### src/common/cache_port_pkg.sv
// Constants and types for the off-chip cache port timing block
package cache_port_pkg;
	// ==========================================================
	// Field widths
	localparam int DATA_PAT_W = 32;
	localparam int TAG_PAT_W = 24;
	localparam int LW_CACHE_W = 3;
	localparam int LW_CORE_W = 2;
	localparam int RATIO_W = 3;
	// ==========================================================
	// Timing
	localparam int LINE_DEPTH = 9;
	localparam int TAP_W = 4;
	localparam int FILL_BEATS = 4;
	localparam int BEAT_W = 2;
	localparam logic [TAP_W-1:0] PHASES_PER_CORE = 4'h2;
	// Phase delay per clock delay encoding
	localparam logic [TAP_W-1:0] CLK_DELAY_ENC0 = 4'h0;
	localparam logic [TAP_W-1:0] CLK_DELAY_ENC1 = 4'h0;
	localparam logic [TAP_W-1:0] CLK_DELAY_ENC2 = 4'h1;
	localparam logic [TAP_W-1:0] CLK_DELAY_ENC3 = 4'h2;
	// ==========================================================
	// Reset values
	localparam logic [DATA_PAT_W-1:0] DATA_PAT_RST = 32'h0000_0000;
	localparam logic [TAG_PAT_W-1:0] TAG_PAT_RST = 24'h00_0000;
	// ==========================================================
	// Transaction sequencer
	typedef enum logic [2:0] {
		ST_IDLE = 3'b000,
		ST_ALIGN = 3'b001,
		ST_WDELAY = 3'b010,
		ST_WDATA = 3'b011,
		ST_RWAIT = 3'b100
	} port_state_t;
endpackage

### src/logic/cache_port_timing.sv
// Off-chip cache port timing logic driven by static configuration fields
`timescale 1ns/1ps
module cache_port_timing import cache_port_pkg::*; #(
	parameter int IDX_W = 20,
	parameter int DATA_W = 16,
	parameter int TAG_W = 12
) (
	input wire logic clock,
	input wire logic sys_rst,
	input wire logic speculative_read_en,
	input wire logic probe_check_en,
	input wire logic store_cond_export_en,
	input wire logic probe_stall_cfg,
	input wire logic [RATIO_W-1:0] cache_clock_ratio,
	input wire logic [DATA_PAT_W-1:0] data_latency_pattern,
	input wire logic [TAG_PAT_W-1:0] tag_latency_pattern,
	input wire logic [LW_CACHE_W-1:0] late_write_cache_clocks,
	input wire logic [LW_CORE_W-1:0] late_write_core_cycles,
	input wire logic burst_transfer_en,
	input wire logic frame_on_a_phase,
	input wire logic [1:0] cache_clock_phase_delay,
	input wire logic fwd_clock_rise_en,
	input wire logic fwd_clock_fall_en,
	input wire logic tag_update_fall_en,
	input wire logic tag_update_rise_en,
	input wire logic clock_forwarding_en,
	input wire logic req_valid,
	output logic req_ready,
	input wire logic req_write,
	input wire logic req_probe,
	input wire logic req_spec_read,
	input wire logic req_stc,
	input wire logic [IDX_W-1:0] req_index,
	input wire logic [TAG_W-1:0] req_tag,
	input wire logic [DATA_W-1:0] req_wdata,
	output logic [IDX_W-1:0] cache_index,
	output logic cache_index_valid,
	output logic [DATA_W-1:0] cache_data_out,
	output logic cache_data_oe,
	input wire logic [DATA_W-1:0] cache_data_in,
	input wire logic cache_data_par_in,
	output logic [TAG_W-1:0] cache_tag_out,
	input wire logic [TAG_W-1:0] cache_tag_in,
	input wire logic cache_tag_par_in,
	output logic fwd_clock,
	output logic [DATA_W-1:0] rsp_data,
	output logic rsp_data_valid,
	output logic [TAG_W-1:0] rsp_tag,
	output logic rsp_tag_valid,
	output logic probe_error,
	output logic sys_spec_read,
	output logic sys_stc_cmd
);
	// ==========================================================
	// Declarations
	port_state_t state_q;
	logic accept;
	logic phase_a_q;
	logic [RATIO_W-1:0] half_cnt_q;
	logic cclk_raw_q;
	logic [LINE_DEPTH-1:0] cclk_line_q;
	logic [TAP_W-1:0] core_tap;
	logic [TAP_W-1:0] full_tap;
	logic [TAP_W-1:0] phase_dly;
	logic data_clk_q;
	logic fwd_src_q;
	logic data_rise;
	logic fwd_rise;
	logic fwd_fall;
	logic raw_rise;
	logic start_ok;
	logic [DATA_W-1:0] din_s1_q, din_s2_q;
	logic [TAG_W-1:0] tin_s1_q, tin_s2_q;
	logic dpar_s1_q, dpar_s2_q, tpar_s1_q, tpar_s2_q;
	logic wr_q, probe_q;
	logic [IDX_W-1:0] idx_q;
	logic [TAG_W-1:0] tag_q;
	logic [DATA_W-1:0] wdata_q;
	logic [DATA_PAT_W-1:0] dpat_q;
	logic [TAG_PAT_W-1:0] tpat_q;
	logic [LW_CACHE_W-1:0] lw_cnt_q;
	logic [LW_CORE_W-1:0] lw_core_q;
	logic [1:0] clk_dly_q;
	logic burst_q, frame_q, pchk_q, stall_q;
	logic rise_en_q, fall_en_q, tfall_q, trise_q, fwd_en_q;
	logic [BEAT_W-1:0] beat_q;
	logic last_beat;

	assign req_ready = (state_q == ST_IDLE);
	assign accept = req_valid && req_ready;
	assign last_beat = (beat_q == BEAT_W'(FILL_BEATS - 1));

	// ==========================================================
	// Static configuration, sampled at each accepted request
	always_ff @(posedge clock or posedge sys_rst) begin
		if (sys_rst) begin
			dpat_q <= DATA_PAT_RST;
			tpat_q <= TAG_PAT_RST;
			lw_core_q <= '0;
			clk_dly_q <= '0;
			burst_q <= 1'b0;
			frame_q <= 1'b0;
			pchk_q <= 1'b0;
			stall_q <= 1'b0;
			rise_en_q <= 1'b0;
			fall_en_q <= 1'b0;
			tfall_q <= 1'b0;
			trise_q <= 1'b0;
			fwd_en_q <= 1'b0;
		end else if (accept) begin
			dpat_q <= data_latency_pattern;
			tpat_q <= tag_latency_pattern;
			lw_core_q <= late_write_core_cycles;
			clk_dly_q <= cache_clock_phase_delay;
			burst_q <= burst_transfer_en;
			frame_q <= frame_on_a_phase;
			pchk_q <= probe_check_en;
			stall_q <= probe_stall_cfg;
			rise_en_q <= fwd_clock_rise_en;
			fall_en_q <= fwd_clock_fall_en;
			tfall_q <= tag_update_fall_en;
			trise_q <= tag_update_rise_en;
			fwd_en_q <= clock_forwarding_en;
		end else if (state_q == ST_RWAIT && data_rise) begin
			dpat_q <= dpat_q >> 1;
			tpat_q <= tpat_q >> 1;
		end
	end

	// ==========================================================
	// Core phase and cache clock generation
	always_ff @(posedge clock or posedge sys_rst) begin
		if (sys_rst) begin
			phase_a_q <= 1'b1;
			half_cnt_q <= '0;
			cclk_raw_q <= 1'b0;
		end else begin
			phase_a_q <= ~phase_a_q;
			if (half_cnt_q >= cache_clock_ratio) begin
				half_cnt_q <= '0;
				cclk_raw_q <= ~cclk_raw_q;
			end else begin
				half_cnt_q <= half_cnt_q + 1'b1;
			end
		end
	end
	assign raw_rise = (half_cnt_q >= cache_clock_ratio) && !cclk_raw_q;

	// ==========================================================
	// Phase delay line for data timing and forwarded clock
	always_comb begin
		case (clk_dly_q)
			2'h0: phase_dly = CLK_DELAY_ENC0;
			2'h1: phase_dly = CLK_DELAY_ENC1;
			2'h2: phase_dly = CLK_DELAY_ENC2;
			default: phase_dly = CLK_DELAY_ENC3;
		endcase
	end
	assign core_tap = TAP_W'(lw_core_q) * PHASES_PER_CORE;
	assign full_tap = core_tap + phase_dly;

	always_ff @(posedge clock or posedge sys_rst) begin
		if (sys_rst) begin
			cclk_line_q <= '0;
			data_clk_q <= 1'b0;
			fwd_src_q <= 1'b0;
		end else begin
			cclk_line_q <= {cclk_line_q[LINE_DEPTH-2:0], cclk_raw_q};
			data_clk_q <= cclk_line_q[core_tap];
			fwd_src_q <= cclk_line_q[full_tap];
		end
	end
	assign data_rise = cclk_line_q[core_tap] && !data_clk_q;
	assign fwd_rise = cclk_line_q[full_tap] && !fwd_src_q;
	assign fwd_fall = !cclk_line_q[full_tap] && fwd_src_q;

	// ==========================================================
	// Forwarded clock and tag outputs
	always_ff @(posedge clock or posedge sys_rst) begin
		if (sys_rst) begin
			fwd_clock <= 1'b0;
		end else if (!fwd_en_q) begin
			fwd_clock <= 1'b0;
		end else if (fwd_rise && rise_en_q) begin
			fwd_clock <= 1'b1;
		end else if (fwd_fall && fall_en_q) begin
			fwd_clock <= 1'b0;
		end
	end

	always_ff @(posedge clock or posedge sys_rst) begin
		if (sys_rst) begin
			cache_tag_out <= '0;
		end else if ((fwd_rise && trise_q) || (fwd_fall && tfall_q)) begin
			cache_tag_out <= tag_q;
		end
	end

	// ==========================================================
	// Pin input synchronisers
	always_ff @(posedge clock or posedge sys_rst) begin
		if (sys_rst) begin
			din_s1_q <= '0;
			din_s2_q <= '0;
			tin_s1_q <= '0;
			tin_s2_q <= '0;
			dpar_s1_q <= 1'b0;
			dpar_s2_q <= 1'b0;
			tpar_s1_q <= 1'b0;
			tpar_s2_q <= 1'b0;
		end else begin
			din_s1_q <= cache_data_in;
			din_s2_q <= din_s1_q;
			tin_s1_q <= cache_tag_in;
			tin_s2_q <= tin_s1_q;
			dpar_s1_q <= cache_data_par_in;
			dpar_s2_q <= dpar_s1_q;
			tpar_s1_q <= cache_tag_par_in;
			tpar_s2_q <= tpar_s1_q;
		end
	end

	// ==========================================================
	// System port commands
	always_ff @(posedge clock or posedge sys_rst) begin
		if (sys_rst) begin
			sys_spec_read <= 1'b0;
			sys_stc_cmd <= 1'b0;
		end else begin
			sys_spec_read <= accept && !req_write && req_spec_read && speculative_read_en;
			sys_stc_cmd <= accept && req_stc && store_cond_export_en;
		end
	end

	// ==========================================================
	// Transaction sequencer
	// Framed start slips one phase when the cache clock rises on a B phase
	assign start_ok = (frame_q ? (phase_a_q && (raw_rise || (cclk_raw_q && !cclk_line_q[0])))
		: raw_rise)
		&& !(probe_q && stall_q && !data_clk_q);

	always_ff @(posedge clock or posedge sys_rst) begin
		if (sys_rst) begin
			state_q <= ST_IDLE;
			wr_q <= 1'b0;
			probe_q <= 1'b0;
			idx_q <= '0;
			tag_q <= '0;
			wdata_q <= '0;
			lw_cnt_q <= '0;
			beat_q <= '0;
			cache_index <= '0;
			cache_index_valid <= 1'b0;
			cache_data_out <= '0;
			cache_data_oe <= 1'b0;
			rsp_data <= '0;
			rsp_data_valid <= 1'b0;
			rsp_tag <= '0;
			rsp_tag_valid <= 1'b0;
			probe_error <= 1'b0;
		end else begin
			cache_index_valid <= 1'b0;
			rsp_data_valid <= 1'b0;
			rsp_tag_valid <= 1'b0;
			probe_error <= 1'b0;
			case (state_q)
				ST_IDLE: begin
					cache_data_oe <= 1'b0;
					if (accept) begin
						wr_q <= req_write;
						probe_q <= req_probe;
						idx_q <= req_index;
						tag_q <= req_tag;
						wdata_q <= req_wdata;
						lw_cnt_q <= late_write_cache_clocks;
						beat_q <= '0;
						state_q <= ST_ALIGN;
					end
				end
				ST_ALIGN: begin
					if (start_ok) begin
						cache_index <= idx_q;
						cache_index_valid <= 1'b1;
						state_q <= wr_q ? ST_WDELAY : ST_RWAIT;
					end
				end
				ST_WDELAY: begin
					if (data_rise) begin
						if (lw_cnt_q == '0) begin
							cache_data_out <= wdata_q;
							cache_data_oe <= 1'b1;
							state_q <= ST_WDATA;
						end else begin
							lw_cnt_q <= lw_cnt_q - 1'b1;
						end
					end
				end
				ST_WDATA: begin
					if (data_rise) begin
						cache_data_oe <= 1'b0;
						state_q <= ST_IDLE;
					end
				end
				ST_RWAIT: begin
					if (data_rise) begin
						if (tpat_q[0]) begin
							rsp_tag <= tin_s2_q;
							rsp_tag_valid <= 1'b1;
							probe_error <= probe_q && pchk_q && ((^tin_s2_q) != tpar_s2_q);
						end
						if (dpat_q[0]) begin
							rsp_data <= din_s2_q;
							rsp_data_valid <= 1'b1;
							if (probe_q && pchk_q && ((^din_s2_q) != dpar_s2_q)) begin
								probe_error <= 1'b1;
							end
							beat_q <= beat_q + 1'b1;
							if (!burst_q && !last_beat) begin
								cache_index <= idx_q + IDX_W'(beat_q + 1'b1);
								cache_index_valid <= 1'b1;
							end
						end
						if ((dpat_q[0] && last_beat) || dpat_q == '0) begin
							state_q <= ST_IDLE;
						end
					end
				end
				default: state_q <= ST_IDLE;
			endcase
		end
	end
endmodule // cache_port_timing

### config.mk
export PLATFORM = sky130hd
export DESIGN_NAME = cache_port_timing
export DESIGN_NICKNAME = d
export VERILOG_FILES = /design/src/common/cache_port_pkg.sv /design/src/logic/cache_port_timing.sv
export SDC_FILE = /design/constraint.sdc
export NUM_CORES = 1
export LEC_CHECK = 0
export ABC_CLOCK_PERIOD_IN_PS = 10350
export BUFFER_PORTS_ARGS = -buffer_cell sky130_fd_sc_hd__buf_2
export CELL_PAD_IN_SITES_DETAIL_PLACEMENT = 0
export CELL_PAD_IN_SITES_GLOBAL_PLACEMENT = 2
export CORE_ASPECT_RATIO = 1.2
export CORE_MARGIN = 5
export CORE_UTILIZATION = 35
export CTS_CLUSTER_SIZE = 25
export DETAILED_ROUTE_END_ITERATION = 7
export GPL_TIMING_DRIVEN = 1
export PLACE_DENSITY_LB_ADDON = 0.05
export SLEW_MARGIN = 5
export SYNTH_ARGS = -nofsm -noshare
export SYNTH_HDL_FRONTEND = slang
export SYNTH_SLANG_ARGS = --single-unit
### constraint.sdc
create_clock -name clock -period 10.35 [get_ports clock]
set_input_delay 1.035 -clock clock [delete_from_list [all_inputs] [get_ports clock]]
set_output_delay 1.035 -clock clock [all_outputs]
set_load 0.005 [all_outputs]
# Yosys cells after proc, flatten, opt, wreduce, memory -nomap -nowiden
# Cells that the tools add are included.
dict set report totals {
  ff_bits 287
  input_bits 162
  out_inout_bits 85
  wordCells 193
}
dict set report op_classes {
  add_sub_neg 6
  n_lt_le_gt_ge 3
  eq_ne 20
  muxes 56
  bitwise_logic 2
  n_reduce_logical 58
}
# operator count
set op_table {}
lappend op_table {{$mux 20} 4}
lappend op_table {{$mux 32} 2}
lappend op_table {{$mux 24} 2}
lappend op_table {{$pmux 20 s2} 1}
lappend op_table {{$mux 3} 12}
lappend op_table {{$logic_not 32->1} 1}
lappend op_table {{$logic_and 1x1->1} 25}
lappend op_table {{$mux 1} 24}
lappend op_table {{$add 20x3->20} 1}
lappend op_table {{$reduce_xor 16->1} 1}
lappend op_table {{$pmux 3 s5} 1}
lappend op_table {{$ne 2x2->1 const B} 7}
lappend op_table {{$reduce_and 4->1} 3}
lappend op_table {{$reduce_xor 12->1} 1}
lappend op_table {{$logic_not 1->1} 9}
lappend op_table {{$reduce_and 3->1} 3}
lappend op_table {{$pmux 2 s2} 2}
lappend op_table {{$reduce_bool 2->1} 4}
lappend op_table {{$reduce_and 7->1} 1}
lappend op_table {{$eq 3x2->1 const B} 2}
lappend op_table {{$logic_not 3->1} 2}
lappend op_table {{$mux 2} 3}
lappend op_table {{$ne 2x1->1 const B} 3}
lappend op_table {{$pmux 3 s2} 1}
lappend op_table {{25 further kinds} 30}

# Logic depth before layout (Yosys ltp)
# Gate-level depths: netlist of the first run.
dict set report depth {
  word_depth 12
  ltp_mapped 10
  ltp_nobuf 9
}

# Worst setup path after synthesis of the first run
# Ideal clock, no wire load.
dict set report synth_timing {
  path_kind {input port to flip-flop}
  startpoint {input port cache_clock_ratio[2]}
  endpoint {register cache_index[10]}
  setup_time_ns 0.125
  arrival_time_ns 2.567
  required_time_ns 10.225
  path_slack_ns 7.659
  path_stages 9
  path_buffers 1
  path_cell_list {inv_1 ha_1 nand2_1 o21a_1 o21ai_0 nand4_1 o31ai_2 buf_4 mux2_2}
}
dict set report synth_via {
  elab_chain_len 8
}
# item line_no
set synth_rtl {}
lappend synth_rtl {{start, declared} cache_port_timing.sv:14} ;# input wire logic [RATIO_W-1:0] cache_clock_ratio,
lappend synth_rtl {{$ge 3x3->1 *} cache_port_timing.sv:147} ;# assign raw_rise = (half_cnt_q >= cache_clock_ratio) && !cclk_raw_q;
lappend synth_rtl {{$logic_and 1x1->1 *} cache_port_timing.sv:147}
lappend synth_rtl {{$logic_or 1x1->1} cache_port_timing.sv:238} ;# assign start_ok = (frame_q ? (phase_a_q && (raw_rise || (cclk_raw_q && !cclk_line_q[0])))
lappend synth_rtl {{$logic_and 1x1->1} cache_port_timing.sv:238}
lappend synth_rtl {{$mux 1 *} cache_port_timing.sv:238}
lappend synth_rtl {{$logic_and 1x1->1 *} cache_port_timing.sv:240} ;# && !(probe_q && stall_q && !data_clk_q);
lappend synth_rtl {{$ne 2x2->1 (no source line) *} n/a}
lappend synth_rtl {{$reduce_and 5->1 (no source line) *} n/a}
lappend synth_rtl {{end signal, assigned} cache_port_timing.sv:282} ;# cache_index <= idx_q;
lappend synth_rtl {{end signal, assigned} cache_port_timing.sv:319} ;# cache_index <= idx_q + IDX_W'(beat_q + 1'b1);
lappend synth_rtl {{end, declared} cache_port_timing.sv:36} ;# output logic [IDX_W-1:0] cache_index,
# Mark *: on every way between the ends. The rest lies on a longest branch, timed or not.
# A chain may end at the register's enable or synchronous reset.

# Worst setup path in the final report of the first run
dict set report layout_timing {
  startpoint {register state_q[0]}
  endpoint {register cache_index[11]}
}
dict set report layout_via {
  elab_chain_len 3
  elab_cells_between_ends 9
  classes_between {eq/ne: 6; mux: 1; reduce/logical: 2}
}
# item line_no
set layout_rtl {}
lappend layout_rtl {{start, declared} cache_port_timing.sv:56} ;# port_state_t state_q;
lappend layout_rtl {{start signal, assigned} cache_port_timing.sv:284} ;# state_q <= wr_q ? ST_WDELAY : ST_RWAIT;
lappend layout_rtl {{$eq 3x3->1 or $eq 3x1->1 (tied branches)} cache_port_timing.sv:266} ;# case (state_q)
lappend layout_rtl {{$ne 2x1->1 (no source line) (tied with other cells)} n/a}
lappend layout_rtl {{$reduce_and 5->1 (no source line)} n/a}
# Several ways; a longest one is shown, not always the timed one.

==> summary.md, run 1 <==
| Metric | Value |
|---|---|
| H-tree levels | `1` |
| Number of global-route vias before repair | `8284` |
| Clk sinks | `287` |
| Antenna-violating nets left | `0` |
| Fill count | `3128` |
| Largest net degree at the start of global routing | `146` |
| GRT overflow | `0` |
| Area Overhead vs Synth | `24.6%` |
| Status | `complete, no violations` |
| Total power per unit cell area | `265 nW/um^2` |
| Critical Path AT | `3.89 ns` |
| Dpl hpwl | `18400 um` |
| Clk_skew | `0.0173 ns` |
| Pre-Repair DR Iteration Count | `4` |
| Post-Syn Area | `11300 sq um` |
| Critical Path End Type | `flop` |
| Via-per-instance ratio | `4.65` |
| Worst hold-check path type | `flop to flop` |
| Initial Util | `35.3%` |
| RSZ-0062 raised after global routing | `false` |
| First-pass GRT wire length | `46000 um` |
| Core area | `32100 sq um` |
| Rows | `72` |
| Static Leak | `7.37 nW` |
| Post-Place Worst Slack | `6.72 ns` |
| WL final | `28200 um` |
| Die Y-Extent | `207 um` |
| Critical-path top delay cell | `o31ai_4` |
| Worst-path clk slew | `0.06 ns` |
| Fin. max-slew vios | `0` |
| Drc violations | `0` |
| I/O pin count | `247` |
| Synth unique cells | `55` |
| CP Class | `flop to flop` |
| Relative slew slack | `22.7%` |
| CTS tree | `built` |
| Final setup vio count | `0` |
| GP Congestion | `0.727` |
| Post-layout net count | `1425` |
| Syn Inst Count | `1010` |
| Final-report hold violation count | `0` |
| Postcts setup bufs | `0` |
| Post-synthesis net count | `1184` |
| Post-synthesis sequential area ratio | `63.4%` |
| Max VDD drop | `0.000129 V` |
| Final worst setup slack | `6.90 ns` |
| Initial antenna violation count | `7` |
| CTS resizes | `0` |
| Worst hold slack | `0.346 ns` |
| Number of synthesized flops with an enable pin | `0` |
| Die ar. | `36100 sq um` |
| Share of layout cells above drive strength 1 | `30.3%` |
| Min cycle time layout | `3.45 ns` |
| Worst skew pair latency | `0.57 ns` |
| Main synth FF type | `dfrtp_1` |
| Slowest stage delay, CP | `0.92 ns` |
| Mean Syn Cell Area | `11.2 sq um` |
| Layout Cells excl Fill | `1684` |
| Hold_buf cts | `0` |
| Worst-path fanout max | `59` |
| Synth Register Bits | `287` |
| Fin Setup TNS | `0 ns` |
| CTS Buffer Depth | `3` |
| DR iter-0 viols | `414` |
| Clock Root Buffer | `clkbuf_16` |
| GRT Overall Usage | `15.6%` |
| Synth warn | `0` |
| Max Cap Violations | `0` |
| Die X | `174 um` |
| FFs w/ async S/R, synth | `100%` |
| Total number of vias | `7837` |
| Final period util | `33.3%` |
| PortBufs | `246` |
| Total CTS buffers | `31` |
| Fmax achieved | `290 MHz` |
| Util after Layout | `44.0%` |
| Slew @ Worst Pin | `1.16 ns` |
| Worst path required time | `10.79 ns` |
| Worst Setup Start Kind | `flop` |
| Placed cell count | `1625` |
| WL/cell | `16.8 um` |
| Crit-path cells | `nor2_1 -> nand2_1 -> nor2_4 -> buf_4 -> nand2_1 -> buf_4 -> o31ai_4 -> mux2_2` |
[critical path, delay by kind of cell (launching register included)]
| kind | cells | cell delay, ns |
|---|---|---|
| AOI/OAI and AO/OA | 1 | 0.92 |
| buffers and inverters | 2 | 0.77 |
| DFF | 1 | 0.50 |
| muxes | 1 | 0.42 |
| and+or+nand+nor | 4 | 0.67 |
[synth_stat cells (2+ instances only)]
cell type  count  area (sq um)
mux4_2         3          67.6
nand2_1      368          1380
nor2_1        24          90.1
clkbuf_1      25          93.8
nor3_1         4          20.0
xnor2_1       35           307
o22ai_1        2          12.5
o21ai_0       14          70.1
nor2b_1        6          37.5
o31ai_2        2          25.0
a21oi_1        6          30.0
o31ai_1        3          22.5
nand3_1        8          40.0
buf_6          3          33.8
mux2_2        50           563
buf_1          5          18.8
buf_4          3          22.5
nand4_1       10          62.6
a22oi_1       49           368
a31oi_1        6          37.5
and2_1         3          18.8
dfrtp_1      286          7160
xor2_1        11          96.3
buf_2          8          40.0
and3_1         4          25.0
mux2_4        11           165
inv_1         16          60.1
ha_1          11           138
nor4_1         8          50.1
[cell usage in the layout (no fill, tap or decap), types with 10 or more instances in the layout]
master / Yosys / layout
nand2_1: 368 / 367
dfrtp_1: 286 / 286
buf_2: 8 / 246
mux2_2: 50 / 50
a22oi_1: 49 / 49
xnor2_1: 35 / 35
clkbuf_16: 0 / 31
nor2_1: 24 / 23
inv_1: 16 / 15
o21ai_0: 14 / 14
xor2_1: 11 / 11
mux2_4: 11 / 11
ha_1: 11 / 11
nand4_1: 10 / 10
[through the flow]
step	power [mW]	area (sq um)
6_report	3.74	14100
5_1_grt	4.01	14100
4_1_cts	3.82	14100
3_5_place_dp	2.55	13000
3_3_place_gp	2.54	13000
2_1_floorplan	2.26	11300
[final cells by class]
class / instances / area (sq um) / share of cell area [%]
inverter: 17 / 71.3 / 0.505
multi-input combinational: 662 / 3900 / 27.6
timing repair buffer: 252 / 1290 / 9.13
clock inverter: 17 / 272 / 1.92
clock buffer: 40 / 880 / 6.23
sequential: 287 / 7180 / 50.9
antenna: 2 / 5.00 / 0.0355
tap: 407 / 509 / 3.61
[kinds of logic after synthesis]
logic type / synth area share [%]
AO/OA/AOI/OAI: 5.49
XOR/XNOR: 3.76
adder cells (fa/ha/maj): 1.39
buffers and inverters: 2.41
flip-flops: 63.4
multiplexers: 7.12
AND/OR/NAND/NOR: 16.4
[state kept, by name (all words and copies together) (netlist names), 3 cells and up]
signal,flops
cache_index,20
tin_s2_q,12
rsp_tag,12
cache_data_out,16
idx_q,20
cache_tag_out,12
state_q,3
tpat_q,24
din_s2_q,16
cclk_line_q,9
wdata_q,16
rsp_data,16
tag_q,12
half_cnt_q,3
din_s1_q,16
dpat_q,32
tin_s1_q,12
lw_cnt_q,3
[routing by layer]
metal,vias up,GRT usage (%),wire length [um]
met3,43,4.14,1650
met5,-,0,63
met1,3798,20.2,12200
met4,12,3.77,490
li1,3813,-,-
met2,171,26.1,13800
[path summary, 6_finish.rpt]
| check | startpoint | endpoint | slack [ns] | depth (start not counted) |
|---|---|---|---|---|
| setup / recovery | state_q[0]$_DFFE_PP0P_ | cache_index[11]$_DFFE_PP0P_ | 6.90 | 8 |
| hold / removal | tin_s1_q[10]$_DFF_PP0_ | tin_s2_q[10]$_DFF_PP0_ | 0.35 | 0 |
| setup reg to reg | state_q[0]$_DFFE_PP0P_ | cache_index[11]$_DFFE_PP0P_ | 6.90 | 8 |
| hold reg to reg | tin_s1_q[10]$_DFF_PP0_ | tin_s2_q[10]$_DFF_PP0_ | 0.35 | 0 |
| max in group asynchronous | sys_rst | cache_index[10]$_DFFE_PP0P_ | 8.30 | 3 |
| min in group asynchronous | sys_rst | tpat_q[8]$_DFFE_PP0P_ | 0.63 | 2 |
[where the power goes]
| group | switching [mW] | total (mW) | internal [mW] |
|---|---|---|---|
| clock network | 0.460 | 1.23 | 0.771 |
| logic | 0.427 | 0.832 | 0.405 |
| registers | 0.227 | 1.68 | 1.45 |
Note: power is estimated with default switching activity, not from simulation.
==> run 2, diff against run 1 <==
--- a/config.mk
+++ b/config.mk
@@ -5,13 +5,13 @@
 export SDC_FILE = /design/constraint.sdc
 export NUM_CORES = 1
 export LEC_CHECK = 0
-export ABC_CLOCK_PERIOD_IN_PS = 10350
+export ABC_CLOCK_PERIOD_IN_PS = 3050
 export BUFFER_PORTS_ARGS = -buffer_cell sky130_fd_sc_hd__buf_2
 export CELL_PAD_IN_SITES_DETAIL_PLACEMENT = 0
 export CELL_PAD_IN_SITES_GLOBAL_PLACEMENT = 2
 export CORE_ASPECT_RATIO = 1.2
 export CORE_MARGIN = 5
-export CORE_UTILIZATION = 35
+export CORE_UTILIZATION = 31
 export CTS_CLUSTER_SIZE = 25
 export DETAILED_ROUTE_END_ITERATION = 7
 export GPL_TIMING_DRIVEN = 1
==> constraint.sdc (replaced) <==
create_clock -name clock -period 3.05 [get_ports clock]
set_input_delay 0.305 -clock clock [delete_from_list [all_inputs] [get_ports clock]]
set_output_delay 0.305 -clock clock [all_outputs]
set_load 0.005 [all_outputs]
==> run 2 against run 1 <==
  * Total power grew to 3.5 times the previous value
  * Critical path depth is 1 higher
  * Clock power grew to 3.4 times the previous value
  * Sequential power grew to 3.4 times the previous value
  * Via count is 7.8% higher
  * Hold slack worse by 0.33 ns
  * Critical endpoint is now cache_tag_out[10]$_DFFE_PP0P_
==> summary.md, run 2 (synthesized netlist as in run 1, its figures left out) <==
| Metric | Value |
|---|---|
| Status | `complete, no violations (unchanged)` |
| PortBufs | `246 (unchanged)` |
| Final setup vio count | `0 (unchanged)` |
| Final-report hold violation count | `0 (unchanged)` |
| Worst Setup Start Kind | `flop (unchanged)` |
| Die X | `184 um (was 174 um)` |
| Area Overhead vs Synth | `38.5% (was 24.6%)` |
| Critical Path AT | `3.22 ns (was 3.89 ns)` |
| Total power per unit cell area | `829 nW/um^2 (was 265 nW/um^2)` |
| Rows | `76 (was 72)` |
| Drc violations | `0 (unchanged)` |
| Total number of vias | `8448 (was 7837)` |
| DR iter-0 viols | `293 (was 414)` |
| Pre-Repair DR Iteration Count | `4 (unchanged)` |
| Worst skew pair latency | `0.52 ns (was 0.57 ns)` |
| Critical Path End Type | `flop (unchanged)` |
| Die Y-Extent | `219 um (was 207 um)` |
| Dpl hpwl | `20800 um (was 18400 um)` |
| GRT overflow | `0 (unchanged)` |
| Fin Setup TNS | `0 ns (unchanged)` |
| Post-layout net count | `1573 (was 1425)` |
| Static Leak | `8.02 nW (was 7.37 nW)` |
| CTS resizes | `0 (unchanged)` |
| Largest register FFs | `32 (unchanged)` |
| Antenna-violating nets left | `0 (unchanged)` |
| R2R Path Start | `clk_dly_q[1]$_DFFE_PP0P_ (was state_q[0]$_DFFE_PP0P_)` |
| Relative slew slack | `52.4% (was 22.7%)` |
| H-tree levels | `2 (was 1)` |
| CTS Buffer Depth | `3 (unchanged)` |
| WL final | `30600 um (was 28200 um)` |
| GRT Overall Usage | `15.2% (was 15.6%)` |
| CP Class | `flop to flop (unchanged)` |
| Postcts setup bufs | `0 (unchanged)` |
| Worst-path clk slew | `0.06 ns (about the same)` |
| Clk_skew | `0.0209 ns (was 0.0173 ns)` |
| RSZ-0062 raised after global routing | `false (unchanged)` |
| Final period util | `92.8% (was 33.3%)` |
| First-pass GRT wire length | `49100 um (was 46000 um)` |
| Max Cap Violations | `0 (unchanged)` |
| Worst path required time | `3.44 ns (was 10.79 ns)` |
| Most frequent cells in the layout | `nand2_1, dfrtp_1, buf_2, dlygate4sd3_1, mux2_2 (was nand2_1, dfrtp_1, buf_2, mux2_2, a22oi_1)` |
| WL/cell | `16.2 um (was 16.8 um)` |
| Worst hold-check path type | `input pin to flop (was flop to flop)` |
| Hold_buf cts | `124 (was 0)` |
| Startpoint of the worst hold path | `tag_latency_pattern[17] (was tin_s1_q[10]$_DFF_PP0_)` |
| Clock Root Buffer | `clkbuf_16 (unchanged)` |
| Share of layout cells above drive strength 1 | `28.9% (was 30.3%)` |
| Most common cell after layout, fill and taps aside | `nand2_1 (unchanged)` |
| Critical Path Source | `clk_dly_q[1]$_DFFE_PP0P_ (was state_q[0]$_DFFE_PP0P_)` |
| Initial antenna violation count | `4 (was 7)` |
| Slew @ Worst Pin | `0.708 ns (was 1.16 ns)` |
| Layout Cells excl Fill | `1893 (was 1684)` |
| Clk sinks | `287 (unchanged)` |
| Largest registers | `dpat_q (32), tpat_q (24) (unchanged)` |
| Top reg by flops | `dpat_q (unchanged)` |
| Worst-path fanout max | `12 (was 59)` |
| Total CTS buffers | `35 (was 31)` |
| Fin. max-slew vios | `0 (unchanged)` |
| GP Congestion | `0.734 (was 0.727)` |
| Fmax achieved | `353 MHz (was 290 MHz)` |
| Die ar. | `40500 sq um (was 36100 sq um)` |
| Initial Util | `31.4% (was 35.3%)` |
| I/O pin count | `247 (unchanged)` |
| Number of global-route vias before repair | `9089 (was 8284)` |
| Ant diodes | `0 (was 2)` |
| Min cycle time layout | `2.83 ns (was 3.45 ns)` |
| Via-per-instance ratio | `4.46 (was 4.65)` |
| Core area | `36000 sq um (was 32100 sq um)` |
| Fill count | `3568 (was 3128)` |
| Largest net degree at the start of global routing | `72 (was 146)` |
| CTS tree | `built (unchanged)` |
| Placed cell count | `1706 (was 1625)` |
| Max VDD drop | `0.000379 V (was 0.000129 V)` |
-- run 2: changes by cell type in the layout (fill, tap and decap cells not counted), sizes merged, moves of 3 or more --
cell | before | now
dlygate4sd3 | 0 | 124
bufinv | 7 | 4
buf | 252 | 272
clkinv | 7 | 11
-- run 2: area by class of cell --
class	instances	area [sq um]	area share [%]
flip-flops and latches	287	7180	45.8
multi-input cells	662	3900	24.9
repair buffers	396	2760	17.6
clock buffers	42	952	6.07
well taps	468	586	3.74
clock inverters	21	231	1.48
inverters	17	67.6	0.431
-- run 2: metrics by stage --
| stage | hold WS [ns] | power, mW | worst slack [ns] | utilization, % | instance area (sq um) |
|---|---|---|---|---|---|
| final | 0.0164 | 13.0 | 0.221 | 43.5 | 15700 |
| after global routing | 0.00902 | 13.9 | 0.0833 | 43.5 | 15700 |
| after CTS | 0.0000120 | 13.3 | 0.166 | 43.5 | 15700 |
| after detailed placement | 0.335 | 8.79 | 0.210 | 36.8 | 13300 |
| after global placement | 0.331 | 8.74 | 0.239 | 36.8 | 13300 |
| after floorplan | 0.331 | 7.67 | -1.06 | - | 11300 |
-- run 2: report_power, final --
group / leakage [nW] / switching, mW / internal (mW) / total (mW)
Clock: 0.584 / 1.65 / 2.58 / 4.23
Combinational: 3.83 / 1.50 / 1.54 / 3.04
Sequential: 3.61 / 0.793 / 4.93 / 5.73
-- run 2: worst max-delay path, cell delays in order (launching register included) --
cell and delay (ns):
dfrtp_1 0.39, and2_1 0.16, ha_1 0.17, ha_1 0.33
mux4_2 0.34, nor2_1 0.04, o31ai_2 0.40, mux2i_2 0.32
buf_12 0.20, mux2_2 0.34
-- run 2: worst paths after layout --
check                      cells past startpoint                            end  slack [ns]
hold / removal                                 3         tpat_q[17]$_DFFE_PP0P_        0.02
setup reg to reg                               9  cache_tag_out[10]$_DFFE_PP0P_        0.22
hold reg to reg                                0         din_s2_q[11]$_DFF_PP0_        0.34
min in group asynchronous                      3         rsp_tag[5]$_DFFE_PP0P_        0.42
setup / recovery                               9  cache_tag_out[10]$_DFFE_PP0P_        0.22
max in group asynchronous                      4    cache_index[11]$_DFFE_PP0P_        1.84
-- run 2: metal layers --
| layer | part of all wire [%] | GRT usage (%) |
|---|---|---|
| met2 | 49 | 25.1 |
| met5 | 0.11 | 0 |
| met1 | 43 | 19.3 |
| met3 | 6.3 | 4.44 |
| met4 | 2.3 | 4.59 |
==> run 3, diff against run 2 <==
--- a/config.mk
+++ b/config.mk
@@ -6,16 +6,17 @@
 export NUM_CORES = 1
 export LEC_CHECK = 0
 export ABC_CLOCK_PERIOD_IN_PS = 3050
-export BUFFER_PORTS_ARGS = -buffer_cell sky130_fd_sc_hd__buf_2
 export CELL_PAD_IN_SITES_DETAIL_PLACEMENT = 0
 export CELL_PAD_IN_SITES_GLOBAL_PLACEMENT = 2
 export CORE_ASPECT_RATIO = 1.2
 export CORE_MARGIN = 5
-export CORE_UTILIZATION = 31
+export CORE_UTILIZATION = 36
 export CTS_CLUSTER_SIZE = 25
 export DETAILED_ROUTE_END_ITERATION = 7
+export DONT_BUFFER_PORTS = 1
 export GPL_TIMING_DRIVEN = 1
 export PLACE_DENSITY_LB_ADDON = 0.05
+export REMOVE_ABC_BUFFERS = 1
 export SLEW_MARGIN = 5
 export SYNTH_ARGS = -nofsm -noshare
 export SYNTH_HDL_FRONTEND = slang
==> run 3 against run 2 <==
  * Sequential power is 0.7% higher
  * Via count is 9.8% lower
  * Cell area is 7.1% lower
  * Sequential share of layout area is 3.5 points higher
  * Clock skew is 0.0062 ns lower
  * Highest routed layer is now met4
  * Maximum frequency is 1.1% lower
  * Critical endpoint unchanged
  * Cell count is 15% lower
  * Critical path depth stayed put
  * Register-to-register slack worse by 0.03 ns
  * Flip-flop and latch count stayed put
==> summary.md, run 3 (synthesized netlist as in run 1, its figures left out) <==
| Metric | Value |
|---|---|
| Most frequent cells in the layout | `nand2_1, dfrtp_1, dlygate4sd3_1, mux2_2, a22oi_1 (was nand2_1, dfrtp_1, buf_2, dlygate4sd3_1, mux2_2)` |
| Util after Layout | `46.7% (was 43.5%)` |
| Largest net degree at the start of global routing | `92 (was 72)` |
| Dpl hpwl | `18500 um (was 20800 um)` |
| R2R setup slack | `0.19 ns (was 0.22 ns)` |
| Share of layout cells above drive strength 1 | `13.0% (was 28.9%)` |
| Tot Pwr | `12.6 mW (was 13.0 mW)` |
| Clock Root Buffer | `clkbuf_16 (unchanged)` |
| Fin Setup TNS | `0 ns (unchanged)` |
| WL final | `28100 um (was 30600 um)` |
| Top reg by flops | `dpat_q (unchanged)` |
| Rows | `71 (was 76)` |
| FF/Latch Area | `7180 sq um (unchanged)` |
| Die X | `172 um (was 184 um)` |
| GRT overflow | `0 (unchanged)` |
| Worst-path fanout max | `12 (unchanged)` |
| Max Cap Violations | `0 (unchanged)` |
| Slew @ Worst Pin | `0.918 ns (was 0.708 ns)` |
| Final period util | `93.8% (was 92.8%)` |
| Critical Path End Type | `flop (unchanged)` |
| Initial Util | `36.3% (was 31.4%)` |
| DR iter-0 viols | `394 (was 293)` |
| Total number of vias | `7620 (was 8448)` |
| H-tree levels | `2 (unchanged)` |
| Worst hold-check path type | `input pin to flop (unchanged)` |
| CTS tree | `built (unchanged)` |
| Post-layout net count | `1352 (was 1573)` |
| Critical Path AT | `3.25 ns (was 3.22 ns)` |
| Clk sinks | `287 (unchanged)` |
| First-pass GRT wire length | `45000 um (was 49100 um)` |
| WL/cell | `17.5 um (was 16.2 um)` |
| Status | `complete, no violations (unchanged)` |
| Most common cell after layout, fill and taps aside | `nand2_1 (unchanged)` |
| Logic pwr share | `21.4% (was 23.4%)` |
| Fmax achieved | `350 MHz (was 353 MHz)` |
| Total CTS buffers | `34 (was 35)` |
| Via-per-instance ratio | `4.74 (was 4.46)` |
| Relative slew slack | `38.8% (was 52.4%)` |
| Largest registers | `dpat_q (32), tpat_q (24) (unchanged)` |
| Number of global-route vias before repair | `8273 (was 9089)` |
| Min cycle time layout | `2.86 ns (was 2.83 ns)` |
| Max VDD drop | `0.000580 V (was 0.000379 V)` |
| P_sw | `3.76 mW (was 3.94 mW)` |
| Worst-path clk slew | `0.06 ns (about the same)` |
| GRT Overall Usage | `16.0% (was 15.2%)` |
| Postcts setup bufs | `0 (unchanged)` |
| Pre-Repair DR Iteration Count | `6 (was 4)` |
| Area of the multi-input gates | `3900 sq um (unchanged)` |
| Cell internal pwr | `8.81 mW (was 9.06 mW)` |
| Die Y-Extent | `204 um (was 219 um)` |
| Clock Power Share | `32.7% (was 32.6%)` |
| Total power per unit cell area | `863 nW/um^2 (was 829 nW/um^2)` |
| RSZ-0062 raised after global routing | `false (unchanged)` |
| Die ar. | `35100 sq um (was 40500 sq um)` |
| Area Overhead vs Synth | `28.6% (was 38.5%)` |
| Worst hold slack | `0.0430 ns (was 0.0164 ns)` |
| Clk_skew | `0.0147 ns (was 0.0209 ns)` |
| Static Leak | `7.03 nW (was 8.02 nW)` |
| Core area | `31200 sq um (was 36000 sq um)` |
| Largest register FFs | `32 (unchanged)` |
| Final setup vio count | `0 (unchanged)` |
| Final-report hold violation count | `0 (unchanged)` |
| GP Congestion | `0.762 (was 0.734)` |
| I/O pin count | `247 (unchanged)` |
| Fin. max-slew vios | `0 (unchanged)` |
| Worst path required time | `3.44 ns (about the same)` |
| Initial antenna violation count | `0 (was 4)` |
| CP Class | `flop to flop (unchanged)` |
| PortBufs | `0 (was 246)` |
| Fill count | `2942 (was 3568)` |
| Worst skew pair latency | `0.51 ns (was 0.52 ns)` |
| Worst Setup Start Kind | `flop (unchanged)` |
| Drc violations | `0 (unchanged)` |
| CTS Buffer Depth | `3 (unchanged)` |
| Antenna-violating nets left | `0 (unchanged)` |
| Flop pwr share | `45.9% (was 44.1%)` |
| Switching share of total power | `29.9% (was 30.3%)` |
[run 3: path summary, 6_finish.rpt]
kind,from,end,cells after the start
min reg2reg,tin_s1_q[0]$_DFF_PP0_,tin_s2_q[0]$_DFF_PP0_,0
min,late_write_cache_clocks[1],lw_cnt_q[1]$_DFFE_PP0P_,4
max,clk_dly_q[1]$_DFFE_PP0P_,cache_tag_out[10]$_DFFE_PP0P_,9
max reg2reg,clk_dly_q[1]$_DFFE_PP0P_,cache_tag_out[10]$_DFFE_PP0P_,9
min in group asynchronous,sys_rst,dpat_q[27]$_DFFE_PP0P_,2
max in group asynchronous,sys_rst,din_s1_q[8]$_DFF_PP0_,3
[run 3: worst max-delay path, cell delays in order (launching register included)]
cell and delay, ns:
dfrtp_1 0.39, and2_1 0.17, ha_1 0.18, ha_1 0.33, mux4_2 0.35, nor2_1 0.05
o31ai_2 0.40, mux2i_2 0.25, buf_4 0.27, mux2_2 0.36
[run 3: layout make-up]
type	instances	share of cell area, %
flip-flops and latches	287	49.3
multi-input cells	662	26.8
repair buffers	176	12.0
clock buffers	50	7.17
well taps	401	3.44
clock inverters	12	0.799
inverters	17	0.490
diodes	1	0.0172
[run 3: power by group through the flow]
| stage | sequential (mW) | clock, mW | combinational (mW) |
|---|---|---|---|
| floorplan | 5.59 | 0 | 2.02 |
| detailed placement | 5.86 | 0 | 2.58 |
| global placement | 5.85 | 0 | 2.54 |
| CTS | 5.80 | 4.26 | 2.76 |
| global route | 5.95 | 4.41 | 3.11 |
| finish | 5.77 | 4.11 | 2.69 |
[run 3: stage by stage]
| stage | cell area [sq um] | setup WS, ns | cells |
|---|---|---|---|
| 3_3_place_gp | 11900 | 0.215 | 1389 |
| 4_1_cts | 14600 | 0.149 | 1605 |
| 2_1_floorplan | 11100 | -5.17 | 966 |
| 3_5_place_dp | 11900 | 0.147 | 1389 |
| 6_report | 14600 | 0.190 | 1606 |
| 5_1_grt | 14600 | 0.0409 | 1605 |
[run 3: repair_timing]
item,CTS,global route
hold buffers,154,0
endpoints found under the hold margin,237,0
resized for setup,0,0
endpoints found under the setup margin,0,0
[run 3: metal layers]
| layer | wire [um] | GRT usage (%) | share of wire [%] | up-vias |
|---|---|---|---|---|
| met3 | 1850 | 4.37 | 6.6 | 37 |
| met2 | 13800 | 26.7 | 49 | 182 |
| met1 | 11900 | 20.5 | 42 | 3738 |
| met4 | 520 | 4.07 | 1.9 | 0 |
| li1 | - | - | - | 3663 |
| met5 | 0 | 0 | 0 | - |
